$ cat config.mk
export PLATFORM = sky130hd
export DESIGN_NAME = dpmc_top
export DESIGN_NICKNAME = d
export VERILOG_FILES = /design/src/dpmc_pkg.sv /design/src/dpmc_wr_if.sv /design/src/dpmc_top.sv /design/src/dpmc_reg_byte.sv
export SDC_FILE = /design/constraint.sdc
export NUM_CORES = 1
export LEC_CHECK = 0
export ABC_CLOCK_PERIOD_IN_PS = 2500
export BUFFER_PORTS_ARGS = -buffer_cell sky130_fd_sc_hd__buf_2
export CORE_MARGIN = 2
export CORE_UTILIZATION = 50
export DETAILED_ROUTE_END_ITERATION = 8
export PLACE_DENSITY = 0.83
export RECOVER_POWER = 25
export SLEW_MARGIN = 10
export SYNTH_ARGS = -nofsm -noshare
export SYNTH_HDL_FRONTEND = slang
export SYNTH_SLANG_ARGS = --single-unit
$ cat constraint.sdc
create_clock -name core_clk -period 2.5 [get_ports core_clk]
set_input_delay 0.25 -clock core_clk [delete_from_list [all_inputs] [get_ports core_clk]]
set_output_delay 0.25 -clock core_clk [all_outputs]
set_load 0.02 [all_outputs]
$ cat src/dpmc_pkg.sv
// Behaviour
// Slope code 00/01/10 limits phase rate to 61, 7.5, 0.885 us/s; 11 unlimited.
// Writing realignment bit 4 high aligns output phase to the reference.
// Bandwidth code 000..110 gives 14..896 Hz, code 111 gives 30 mHz.
// Mode 00 freerun, 01 forced holdover, 11 automatic; 10 reserved, never selected.
// Automatic mode locks by reference availability, holdover only when reference unavailable.
// Forced holdover ignores the reference and stays in holdover.
// Freerun derives all outputs from the oscillator input only.
// Low holdover gate bit stops that failure (loss, single cycle, coarse, guard) forcing holdover.
// Software never enables guard bit without single cycle or coarse bit.
// Status bit 0 goes high while in holdover, not maskable.
// Status bit 1 goes high when locked to the reference, not maskable.
// Software writes round(32*log(limit*1e5)) as the phase memory code.
// Software picks a phase memory limit of at least half a reference period.
// Multi-byte registers are big-endian, MSB at the lower address.
// Sticky status bits stay set until software reads the status register.
package dpmc_pkg;
    localparam logic [7:0] OFS_LOOP_CTRL   = 8'h30;
    localparam logic [7:0] OFS_MODE_SEL    = 8'h33;
    localparam logic [7:0] OFS_FAIL_GATE   = 8'h34;
    localparam logic [7:0] OFS_FLAGS       = 8'h44;
    localparam logic [7:0] OFS_PHASE_MEM   = 8'h47;
    localparam logic [7:0] OFS_MON_LIMIT   = 8'h4B;

    localparam logic [7:0] RST_LOOP_CTRL   = 8'h0C;
    localparam logic [7:0] RST_MODE_SEL    = 8'h03;
    localparam logic [7:0] RST_FAIL_GATE   = 8'h87;
    localparam logic [7:0] RST_FLAGS       = 8'h00;
    localparam logic [7:0] RST_PHASE_MEM   = 8'h0A;
    localparam logic [7:0] RST_MON_LIMIT   = 8'h55;

    // Write-select indices of the writable registers
    localparam int NUM_WREG  = 5;
    localparam int WI_LOOP   = 0;
    localparam int WI_MODE   = 1;
    localparam int WI_GATE   = 2;
    localparam int WI_PMEM   = 3;
    localparam int WI_MON    = 4;

    // Field positions
    localparam int SLOPE_LSB   = 2;
    localparam int REALIGN_BIT = 4;
    localparam int BW_LSB      = 5;
    localparam int MODE_LSB    = 0;
    localparam int GATE_LSB    = 0;
    localparam int FLAG_HOLD   = 0;
    localparam int FLAG_LOCK   = 1;

    // Failure gate bit positions within the gate field
    localparam int GATE_SIGNAL_LOSS = 0;
    localparam int GATE_SINGLE_CYC  = 1;
    localparam int GATE_COARSE_FRQ  = 2;
    localparam int GATE_GUARD_TMR   = 3;

    typedef enum logic [1:0] {
        MODE_FREERUN  = 2'h0,
        MODE_FORCED   = 2'h1,
        MODE_RESERVED = 2'h2,
        MODE_AUTO     = 2'h3
    } dpmc_mode_t;

    // Phase slope limits in ps per second
    localparam logic [25:0] SLOPE_PS_00 = 26'h3A2C940; // 61 us/s
    localparam logic [25:0] SLOPE_PS_01 = 26'h07270E0; // 7.5 us/s
    localparam logic [25:0] SLOPE_PS_10 = 26'h00D8108; // 0.885 us/s

    // Loop bandwidth in mHz
    localparam logic [19:0] BW_MHZ_BASE = 20'h036B0;   // 14 Hz, doubles per code
    localparam logic [19:0] BW_MHZ_111  = 20'h0001E;   // 30 mHz
    localparam logic [2:0]  BW_CODE_LOW = 3'h7;
endpackage

$ cat src/dpmc_wr_if.sv
`timescale 1ns/1ps
interface dpmc_wr_if;
    logic [dpmc_pkg::NUM_WREG-1:0] wr_sel;
    logic [7:0]                    wr_data;
    logic                          ce;
    modport src (output wr_sel, output wr_data, output ce);
    modport dst (input wr_sel, input wr_data, input ce);
endinterface

$ cat src/dpmc_top.sv
`timescale 1ns/1ps
module dpmc_top (
    input  wire logic  core_clk,
    input  wire logic  srst,
    input  wire logic  ce,
    // Byte register port
    input  wire logic  [7:0]  reg_addr,
    input  wire logic         reg_wr,
    input  wire logic  [7:0]  reg_wdata,
    input  wire logic         reg_rd,
    output logic       [7:0]  reg_rdata,
    output logic              reg_rvalid,
    // Reference monitor results and loop lock, same clock
    input  wire logic         signal_loss_monitor,
    input  wire logic         single_cycle_monitor,
    input  wire logic         coarse_freq_monitor,
    input  wire logic         guard_timer_monitor,
    input  wire logic         loop_locked,
    // Loop control outputs
    output logic       [25:0] slope_limit_ps,
    output logic              slope_unlimited,
    output logic       [19:0] loop_bw_mhz,
    output logic              realign_pulse,
    output logic              use_reference,
    output logic              use_oscillator_input,
    output logic              holdover_active,
    output logic              locked_active,
    output logic       [7:0]  phase_mem_code,
    output logic       [7:0]  monitor_limits,
    output dpmc_pkg::dpmc_mode_t mode_applied
);
    import dpmc_pkg::*;

    typedef enum logic [1:0] {
        ST_FREERUN,
        ST_ACQUIRE,
        ST_LOCKED,
        ST_HOLDOVER
    } dpmc_state_t;

    // Register file
    dpmc_wr_if wr_bus ();

    logic [7:0] loop_control;
    logic [7:0] operating_mode_select;
    logic [7:0] failure_holdover_gate;
    logic [7:0] lock_holdover_flags_r;
    logic [7:0] lock_holdover_flags_nxt;
    logic [7:0] phase_memory_limit_code;
    logic [7:0] monitor_limit_select;

    wire hit_loop  = reg_addr == OFS_LOOP_CTRL;
    wire hit_mode  = reg_addr == OFS_MODE_SEL;
    wire hit_gate  = reg_addr == OFS_FAIL_GATE;
    wire hit_flags = reg_addr == OFS_FLAGS;
    wire hit_pmem  = reg_addr == OFS_PHASE_MEM;
    wire hit_mon   = reg_addr == OFS_MON_LIMIT;

    assign wr_bus.ce      = ce;
    assign wr_bus.wr_data = reg_wdata;
    assign wr_bus.wr_sel[WI_LOOP] = reg_wr && hit_loop;
    assign wr_bus.wr_sel[WI_MODE] = reg_wr && hit_mode;
    assign wr_bus.wr_sel[WI_GATE] = reg_wr && hit_gate;
    assign wr_bus.wr_sel[WI_PMEM] = reg_wr && hit_pmem;
    assign wr_bus.wr_sel[WI_MON]  = reg_wr && hit_mon;

    dpmc_reg_byte #(.IDX(WI_LOOP), .RESET_VAL(RST_LOOP_CTRL)) u_loop (
        .core_clk (core_clk),
        .srst     (srst),
        .wr       (wr_bus.dst),
        .value    (loop_control)
    );
    dpmc_reg_byte #(.IDX(WI_MODE), .RESET_VAL(RST_MODE_SEL)) u_mode (
        .core_clk (core_clk),
        .srst     (srst),
        .wr       (wr_bus.dst),
        .value    (operating_mode_select)
    );
    dpmc_reg_byte #(.IDX(WI_GATE), .RESET_VAL(RST_FAIL_GATE)) u_gate (
        .core_clk (core_clk),
        .srst     (srst),
        .wr       (wr_bus.dst),
        .value    (failure_holdover_gate)
    );
    // Code is computed by software; held and passed on unchanged
    dpmc_reg_byte #(.IDX(WI_PMEM), .RESET_VAL(RST_PHASE_MEM)) u_pmem (
        .core_clk (core_clk),
        .srst     (srst),
        .wr       (wr_bus.dst),
        .value    (phase_memory_limit_code)
    );
    dpmc_reg_byte #(.IDX(WI_MON), .RESET_VAL(RST_MON_LIMIT)) u_mon (
        .core_clk (core_clk),
        .srst     (srst),
        .wr       (wr_bus.dst),
        .value    (monitor_limit_select)
    );

    // Field decode
    wire [1:0] slope_code = loop_control[SLOPE_LSB +: 2];
    wire [2:0] bw_code    = loop_control[BW_LSB +: 3];
    wire [1:0] mode_code  = operating_mode_select[MODE_LSB +: 2];
    wire [3:0] gate_bits  = failure_holdover_gate[GATE_LSB +: 4];

    // Realign acts on each write of a one, not on the stored level
    wire realign_req = wr_bus.wr_sel[WI_LOOP] && reg_wdata[REALIGN_BIT];

    logic [25:0] slope_ps_w;
    logic        slope_unl_w;
    always_comb begin
        slope_unl_w = 1'b0;
        unique case (slope_code)
            2'h0: slope_ps_w = SLOPE_PS_00;
            2'h1: slope_ps_w = SLOPE_PS_01;
            2'h2: slope_ps_w = SLOPE_PS_10;
            2'h3: begin
                slope_ps_w  = '0;
                slope_unl_w = 1'b1;
            end
        endcase
    end

    // Bandwidth doubles per code step up to 110
    wire [19:0] bw_mhz_w = (bw_code == BW_CODE_LOW) ? BW_MHZ_111
                                                    : BW_MHZ_BASE << bw_code;

    // Gated failure vector
    wire [3:0] fail_vec = {guard_timer_monitor, coarse_freq_monitor,
                           single_cycle_monitor, signal_loss_monitor};
    wire       ref_unavailable = |(fail_vec & gate_bits);

    // Reserved mode code keeps the previous mode; software must not use it
    dpmc_mode_t mode_r;
    dpmc_mode_t mode_nxt;
    assign mode_nxt = (mode_code == MODE_RESERVED) ? mode_r
                                                   : dpmc_mode_t'(mode_code);

    dpmc_state_t state_r;
    dpmc_state_t state_nxt;
    always_comb begin
        unique case (mode_r)
            MODE_FREERUN: state_nxt = ST_FREERUN;
            MODE_FORCED:  state_nxt = ST_HOLDOVER;
            MODE_AUTO: begin
                if (ref_unavailable) begin
                    state_nxt = ST_HOLDOVER;
                end else if (loop_locked) begin
                    state_nxt = ST_LOCKED;
                end else begin
                    state_nxt = ST_ACQUIRE;
                end
            end
            default: state_nxt = state_r;
        endcase
    end

    wire in_hold = state_r == ST_HOLDOVER;
    wire in_lock = state_r == ST_LOCKED;

    // Status read clears; a condition still present sets again, set wins
    wire flags_read = reg_rd && hit_flags;
    always_comb begin
        lock_holdover_flags_nxt = flags_read ? RST_FLAGS : lock_holdover_flags_r;
        if (in_hold) begin
            lock_holdover_flags_nxt[FLAG_HOLD] = 1'b1;
        end
        if (in_lock) begin
            lock_holdover_flags_nxt[FLAG_LOCK] = 1'b1;
        end
    end

    // All registers are single bytes, so no byte ordering applies
    logic [7:0] rd_mux;
    assign rd_mux = hit_loop  ? loop_control :
                    hit_mode  ? operating_mode_select :
                    hit_gate  ? failure_holdover_gate :
                    hit_flags ? lock_holdover_flags_r :
                    hit_pmem  ? phase_memory_limit_code :
                    hit_mon   ? monitor_limit_select : 8'h00;

    always_ff @(posedge core_clk) begin
        if (srst) begin
            mode_r                <= MODE_AUTO;
            state_r               <= ST_ACQUIRE;
            lock_holdover_flags_r <= RST_FLAGS;
        end else if (ce) begin
            mode_r                <= mode_nxt;
            state_r               <= state_nxt;
            lock_holdover_flags_r <= lock_holdover_flags_nxt;
        end
    end

    always_ff @(posedge core_clk) begin
        if (srst) begin
            reg_rdata  <= 8'h00;
            reg_rvalid <= 1'b0;
        end else if (ce) begin
            reg_rdata  <= reg_rd ? rd_mux : reg_rdata;
            reg_rvalid <= reg_rd;
        end
    end

    always_ff @(posedge core_clk) begin
        if (srst) begin
            slope_limit_ps  <= SLOPE_PS_00;
            slope_unlimited <= 1'b0;
            loop_bw_mhz     <= BW_MHZ_BASE;
            realign_pulse   <= 1'b0;
        end else if (ce) begin
            slope_limit_ps  <= slope_ps_w;
            slope_unlimited <= slope_unl_w;
            loop_bw_mhz     <= bw_mhz_w;
            realign_pulse   <= realign_req;
        end
    end

    always_ff @(posedge core_clk) begin
        if (srst) begin
            use_reference        <= 1'b0;
            use_oscillator_input <= 1'b0;
            holdover_active      <= 1'b0;
            locked_active        <= 1'b0;
            phase_mem_code       <= RST_PHASE_MEM;
            monitor_limits       <= RST_MON_LIMIT;
        end else if (ce) begin
            // Reference used only while tracking in automatic mode
            use_reference        <= state_nxt == ST_ACQUIRE || state_nxt == ST_LOCKED;
            use_oscillator_input <= state_nxt == ST_FREERUN;
            holdover_active      <= state_nxt == ST_HOLDOVER;
            locked_active        <= state_nxt == ST_LOCKED;
            phase_mem_code       <= phase_memory_limit_code;
            monitor_limits       <= monitor_limit_select;
        end
    end

    assign mode_applied = mode_r;
endmodule

$ cat src/dpmc_reg_byte.sv
`timescale 1ns/1ps
module dpmc_reg_byte #(
    parameter int         IDX       = 0,
    parameter logic [7:0] RESET_VAL = 8'h00
) (
    input  wire logic  core_clk,
    input  wire logic  srst,
    dpmc_wr_if.dst     wr,
    output logic [7:0] value
);
    import dpmc_pkg::*;

    logic [7:0] value_r;
    wire        load_w = wr.ce && wr.wr_sel[IDX];

    always_ff @(posedge core_clk) begin
        if (srst) begin
            value_r <= RESET_VAL;
        end else if (load_w) begin
            value_r <= wr.wr_data;
        end
    end

    assign value = value_r;
endmodule

-- Word level (Yosys, flattened, before mapping)
Cells that the tools add are included.
- register bits after elaboration: 123
- bits of input ports: 26
- output and inout bits: 79
- logic and storage cells: 80
- eq/ne operators: 18
- shifts and indexed selects: 1
- multiplexer cells: 15
- bitwise logic cells: 2
- reduce and logical (&&, ||, !) cells: 23
- operators with widths (cell ; count):
    26-bit case mux with 4 select lines ; 1
    8-bit 2-to-1 mux ; 6
    8-bit by 6-bit == test with 1-bit output (second input constant) ; 3
    8-bit by 7-bit == test with 1-bit output (second input constant) ; 3
    20-bit 2-to-1 mux ; 1
    14-bit by 3-bit << shifter with 20-bit output (first input constant) ; 1
    2-bit == test (second input constant) ; 8
    1-bit logical AND ; 12
    2-bit AND reduction ; 4
    2-bit by 1-bit == test with 1-bit output (second input constant) ; 3
    2-bit logical NOT ; 3
    2-bit 2-to-1 mux ; 3
    2-bit case mux with 3 select lines ; 1
    4-bit bitwise AND ; 1
    2-bit nonzero test ; 2
    4-bit OR reduction ; 1
    3-bit == test (second input constant) ; 1
    1-bit 2-to-1 mux ; 3
    1-bit logical OR ; 1
    1-bit inverter ; 1

-- Logic depth before layout (Yosys ltp)
- depth after elaboration: 7
- mapped depth: 7
- gate-level depth less buffers: 7

-- By module
Synthesis repeated with hierarchy kept, for this count alone.
- cell total of the unflattened synthesis: 521
- area, all modules: 4758.3 um^2
- modules (own cells, without submodules) (module ; times used ; cells each ; area an instance (um^2) ; seq. area each (um^2)):
    dpmc_top ; 1 ; 355 ; 3083.0 ; 1181.1
    dpmc_reg_byte at u_loop ... ; 3 ; 34 ; 336.6 ; 160.2
    dpmc_reg_byte at u_gate ... ; 2 ; 32 ; 332.8 ; 160.2

-- Worst setup path after synthesis
Ideal clock, no wire load.
- path kind: input -> register
- start: in reg_addr[5]
- end: reg u_mon.value_r[0] (netlist: u_mon.value[0])
- setup time: 0.129 ns
- arrival time: 1.501 ns
- data required time: 2.371 ns
- path slack: 0.869 ns
- stages on the path: 4
- path buffers: 0
- cells stage by stage: or3b_4 nor4_4 mux2i_1 nand2_1
- longest elaborated chain between the ends: 3
- RTL lines (element ; line ; text):
    start: declaration ; dpmc_top.sv:7 ; input wire logic [7:0] reg_addr,
    8-bit by 7-bit == test with 1-bit output ; dpmc_top.sv:57 ; wire hit_mon = reg_addr == OFS_MON_LIMIT;
    1-bit logical AND ; dpmc_top.sv:65 ; assign wr_bus.wr_sel[WI_MON] = reg_wr && hit_mon;
    1-bit logical AND ; dpmc_reg_byte.sv:14 ; wire load_w = wr.ce && wr.wr_sel[IDX];
    end signal: assignment ; dpmc_reg_byte.sv:20 ; value_r <= wr.wr_data;
    end: declaration ; dpmc_reg_byte.sv:13 ; logic [7:0] value_r;
No other way between the ends.
A chain may end at the register's enable or synchronous reset.

-- Worst setup path after layout
- start: reg u_gate.value_r[0] (netlist: u_gate.value[0])
- end: reg holdover_active
- longest elaborated chain between the ends: 5
- RTL lines (element ; line ; text):
    start: declaration ; dpmc_reg_byte.sv:13 ;
    start signal: assignment ; dpmc_reg_byte.sv:20 ;
    4-bit bitwise AND ; dpmc_top.sv:130 ; wire ref_unavailable = |(fail_vec & gate_bits);
    4-bit OR reduction ; dpmc_top.sv:130 ;
    2-bit 2-to-1 mux ; dpmc_top.sv:145 ; if (ref_unavailable) begin
    2-bit case mux with 3 select lines ; dpmc_top.sv:141 ; unique case (mode_r)
    via state_nxt[1] ; dpmc_top.sv:139 ; dpmc_state_t state_nxt;
    2-bit == test ; dpmc_top.sv:229 ; holdover_active <= state_nxt == ST_HOLDOVER;
    end signal: assignment ; dpmc_top.sv:221 ; holdover_active <= 1'b0;
    end signal: assignment ; dpmc_top.sv:229 ;
    end: declaration ; dpmc_top.sv:26 ; output logic holdover_active,
The timed path passes the listed nets, and every way through them passes these cells.

==> results.json <==
{
  "die_h_microns": 97.4,
  "dieArea_sq_mm": 0.00949,
  "rr_startpoint": "u_gate.value[0]",
  "synth_top_area_cell": "dfxtp_1",
  "synth_compound_area_frac": 0.144,
  "grt_use_total": 0.219,
  "critPathArrivalTime_ns": 2.10,
  "startpoint_type": "flip-flop",
  "setup_viol": 0,
  "async_reset_ff_frac": 0,
  "criticalPathCategory": "flip-flop to flip-flop",
  "synth_area_leaders": "dfxtp_1, mux2i_1, nand2_1",
  "holdWs_ns": 0.176,
  "leakage_nw": 2.12,
  "yosysWarnings": 0,
  "cts.htree.levels": 3,
  "most-common-layout-cells": "dfxtp_1, buf_2, mux2i_1",
  "drtAntennaViolNets": 0,
  "syn_to_final_growth_pct": 14.1,
  "fin_crit_sh": 0.756,
  "cts_tree": "done",
  "clock_sinks": 99,
  "grt_max_degree": 66,
  "clock_path_buffers": 2,
  "powerDensity_mw_per_mm2": 590,
  "gp_congestion": 0.923,
  "yosysSeqAreaShare": 0.454,
  "start_util": 0.508,
  "vias": 3714,
  "clockRootBuffer": "clkbuf_8",
  "cp_max_fo": 3,
  "holdBufCountCts": 0,
  "muxShareOfSynthArea": 0.135,
  "status": "complete, no violations",
  "drive_above_1_share": 0.196,
  "worst_pin_slew_ns": 1.29,
  "cts_resized": 0,
  "grt_pass1_vias": 3438,
  "synth_top_cell_area_share": 0.454,
  "die-width_microns": 97.4,
  "rows": 34,
  "report.final.slew_viol_count": 0,
  "synth_top_family_by_area": "simple AND/OR/NAND/NOR gates",
  "maxCapViolations": 0,
  "coreArea_sq_mm": 0.00859,
  "rsz0062_at_grt": "false",
  "critPathRequiredTime_ns": 2.71,
  "insertion_delay_ns": 0.37,
  "synth-xor-area-share": 0,
  "layout_commonest_cell": "dfxtp_1",
  "grt_pass1_wl_microns": 17000,
  "hp-class": "primary input to flip-flop",
  "synth_area_per_cell_sq_um": 9.11,
  "skew_ns": 0.0106,
  "crit_chain": "a222oi_1 -> nand3_1 -> o21ai_0 -> inv_1 -> ha_1 -> mux2i_1 -> nor2_1",
  "use_met2": 0.360,
  "yosys.area_share.simple": 0.171,
  "portBuffers": 97,
  "routed_via_density": 5.59,
  "rrSetupSlack_ns": 0.61,
  "antennaDiodeCount": 0,
  "slowest_stage": "a222oi_1",
  "synth-edff-count": 0,
  "drt_first_pass_iters": 6,
  "total_power_mw": 2.94,
  "busiest_layer": "met2",
  "clk_pin_slew_worst_paths_ns": 0.10,
  "finalWirelength_microns": 10500,
  "antenna_found_initial": 0,
  "grt_overflow_total": 0,
  "synth_cells": 479,
  "r2r_cells": 7,
  "synth_seq_cells": 99,
  "max_freq_mhz": 529,
  "layout.cells.non_filler": 664,
  "reg2reg_to": "holdover_active",
  "use_met3": 0.0374,
  "cts_setup_buffers": 0,
  "num_io_pins": 105,
  "vdd_drop_max_mv": 0.413,
  "relSlewSlack": 0.137,
  "crit_path_end_kind": "flip-flop",
  "cp-startpoint": "u_gate.value[0]",
  "drt_iter0_drc": 180,
  "fin_crit_ns": 1.89,
  "synthFlopType": "dfxtp_1",
  "synthAdderAreaFrac": 0.0201,
  "synth_cell_types": 48,
  "wl_per_cell_microns": 15.9,
  "tns_ns": 0,
  "slowest_delay_ns": 0.39,
  "nets": 584,
  "dp.final_hpwl_microns": 7450,
  "hold_violations": 0,
  "use_met1": 0.291,
  "drc_errors": 0,
  "synth_area_sq_mm": 0.00436,
  "numCtsBuffers": 9,
  "dp.cells": 648,
  "cp-endpoint": "holdover_active"
}
-- per-stage QoR --
step | area, sq um | utilization | setup WS (ns)
2_1_floorplan | 4390 | - | 0.869
3_3_place_gp | 4810 | 0.560 | 0.585
5_1_grt | 4980 | 0.579 | 0.425
4_1_cts | 5010 | 0.583 | 0.608
6_report | 4980 | 0.579 | 0.610
3_5_place_dp | 4810 | 0.560 | 0.541
-- where the power goes --
part,total [mW],internal (mW),switching [mW]
clock,1.07,0.501,0.565
sequential,1.62,1.60,0.0161
combinational,0.256,0.0809,0.175
total,2.94,2.18,0.755
-- synth_stat cells, types with 3 or more instances --
cell type	number
buf_4	24
nor2b_1	7
nor2_1	57
nand4_1	3
or2_2	3
nand3_1	7
nand3b_1	3
inv_1	6
a31oi_1	6
dfxtp_1	99
mux2i_1	59
ha_1	7
a2bb2oi_1	3
nand2_1	58
clkbuf_1	21
o22a_1	6
nand2b_1	5
a21oi_1	21
o31ai_1	4
and2_1	3
a32oi_1	3
o21ai_0	17
a22oi_1	14
a211oi_1	3
o22ai_1	3
buf_2	5
a21o_1	4
-- area by class of cell --
cell class                 count  area, sq um
clock buffer                  12          145
clock inverter                 4         56.3
fill                         783         3610
inverter                       8         30.0
multi-input combinational    326         2090
sequential                    99         1980
tap                          108          135
timing repair buffer         107          542
-- sequential cells by signal, summed over array words and instances, names as in the netlist, 8 cells and up --
name            count
u_loop.value        8
reg_rdata           8
monitor_limits      8
phase_mem_code      8
u_mode.value        8
u_pmem.value        8
u_gate.value        8
u_mon.value         8
loop_bw_mhz        17
-- worst min path at each step --
stage                       from                end  slack (ns)  cells after the start
6_report            reg_wdata[7]    u_gate.value[7]        0.18                      3
4_1_cts             reg_wdata[7]    u_gate.value[7]        0.17                      3
3_5_place_dp   monitor_limits[2]  monitor_limits[2]        0.45                      2
5_1_grt             reg_wdata[7]    u_gate.value[7]        0.19                      3
3_3_place_gp     loop_bw_mhz[19]    loop_bw_mhz[19]        0.45                      2
2_1_floorplan       reg_wdata[0]    u_gate.value[0]        0.38                      2
-- worst max-delay path: cells and delay by family (launching register included) --
family                     cells  cell delay [ns]
muxes                          1             0.13
buffers and inverters          1             0.12
DFF                            1             0.33
adders and majority gates      1             0.20
AOI/OAI and AO/OA              2             0.75
and+or+nand+nor                2             0.20
-- kinds of logic (layout without fill, tap and decap cells) --
group,after synthesis,in the layout
AOI/OAI and AO/OA,94,94
muxes,59,59
adders and majority gates,7,7
and+or+nand+nor,159,159
buffers and inverters,60,131
other,1,7
DFF,99,99
-- routing by layer --
layer  up-vias  wire length, microns
met5         -                     0
met3        20                   643
met1      1760                  4600
li1       1783                     -
met2       151                  5080
met4         0                   204
Note: power is estimated with default switching activity, not from simulation.
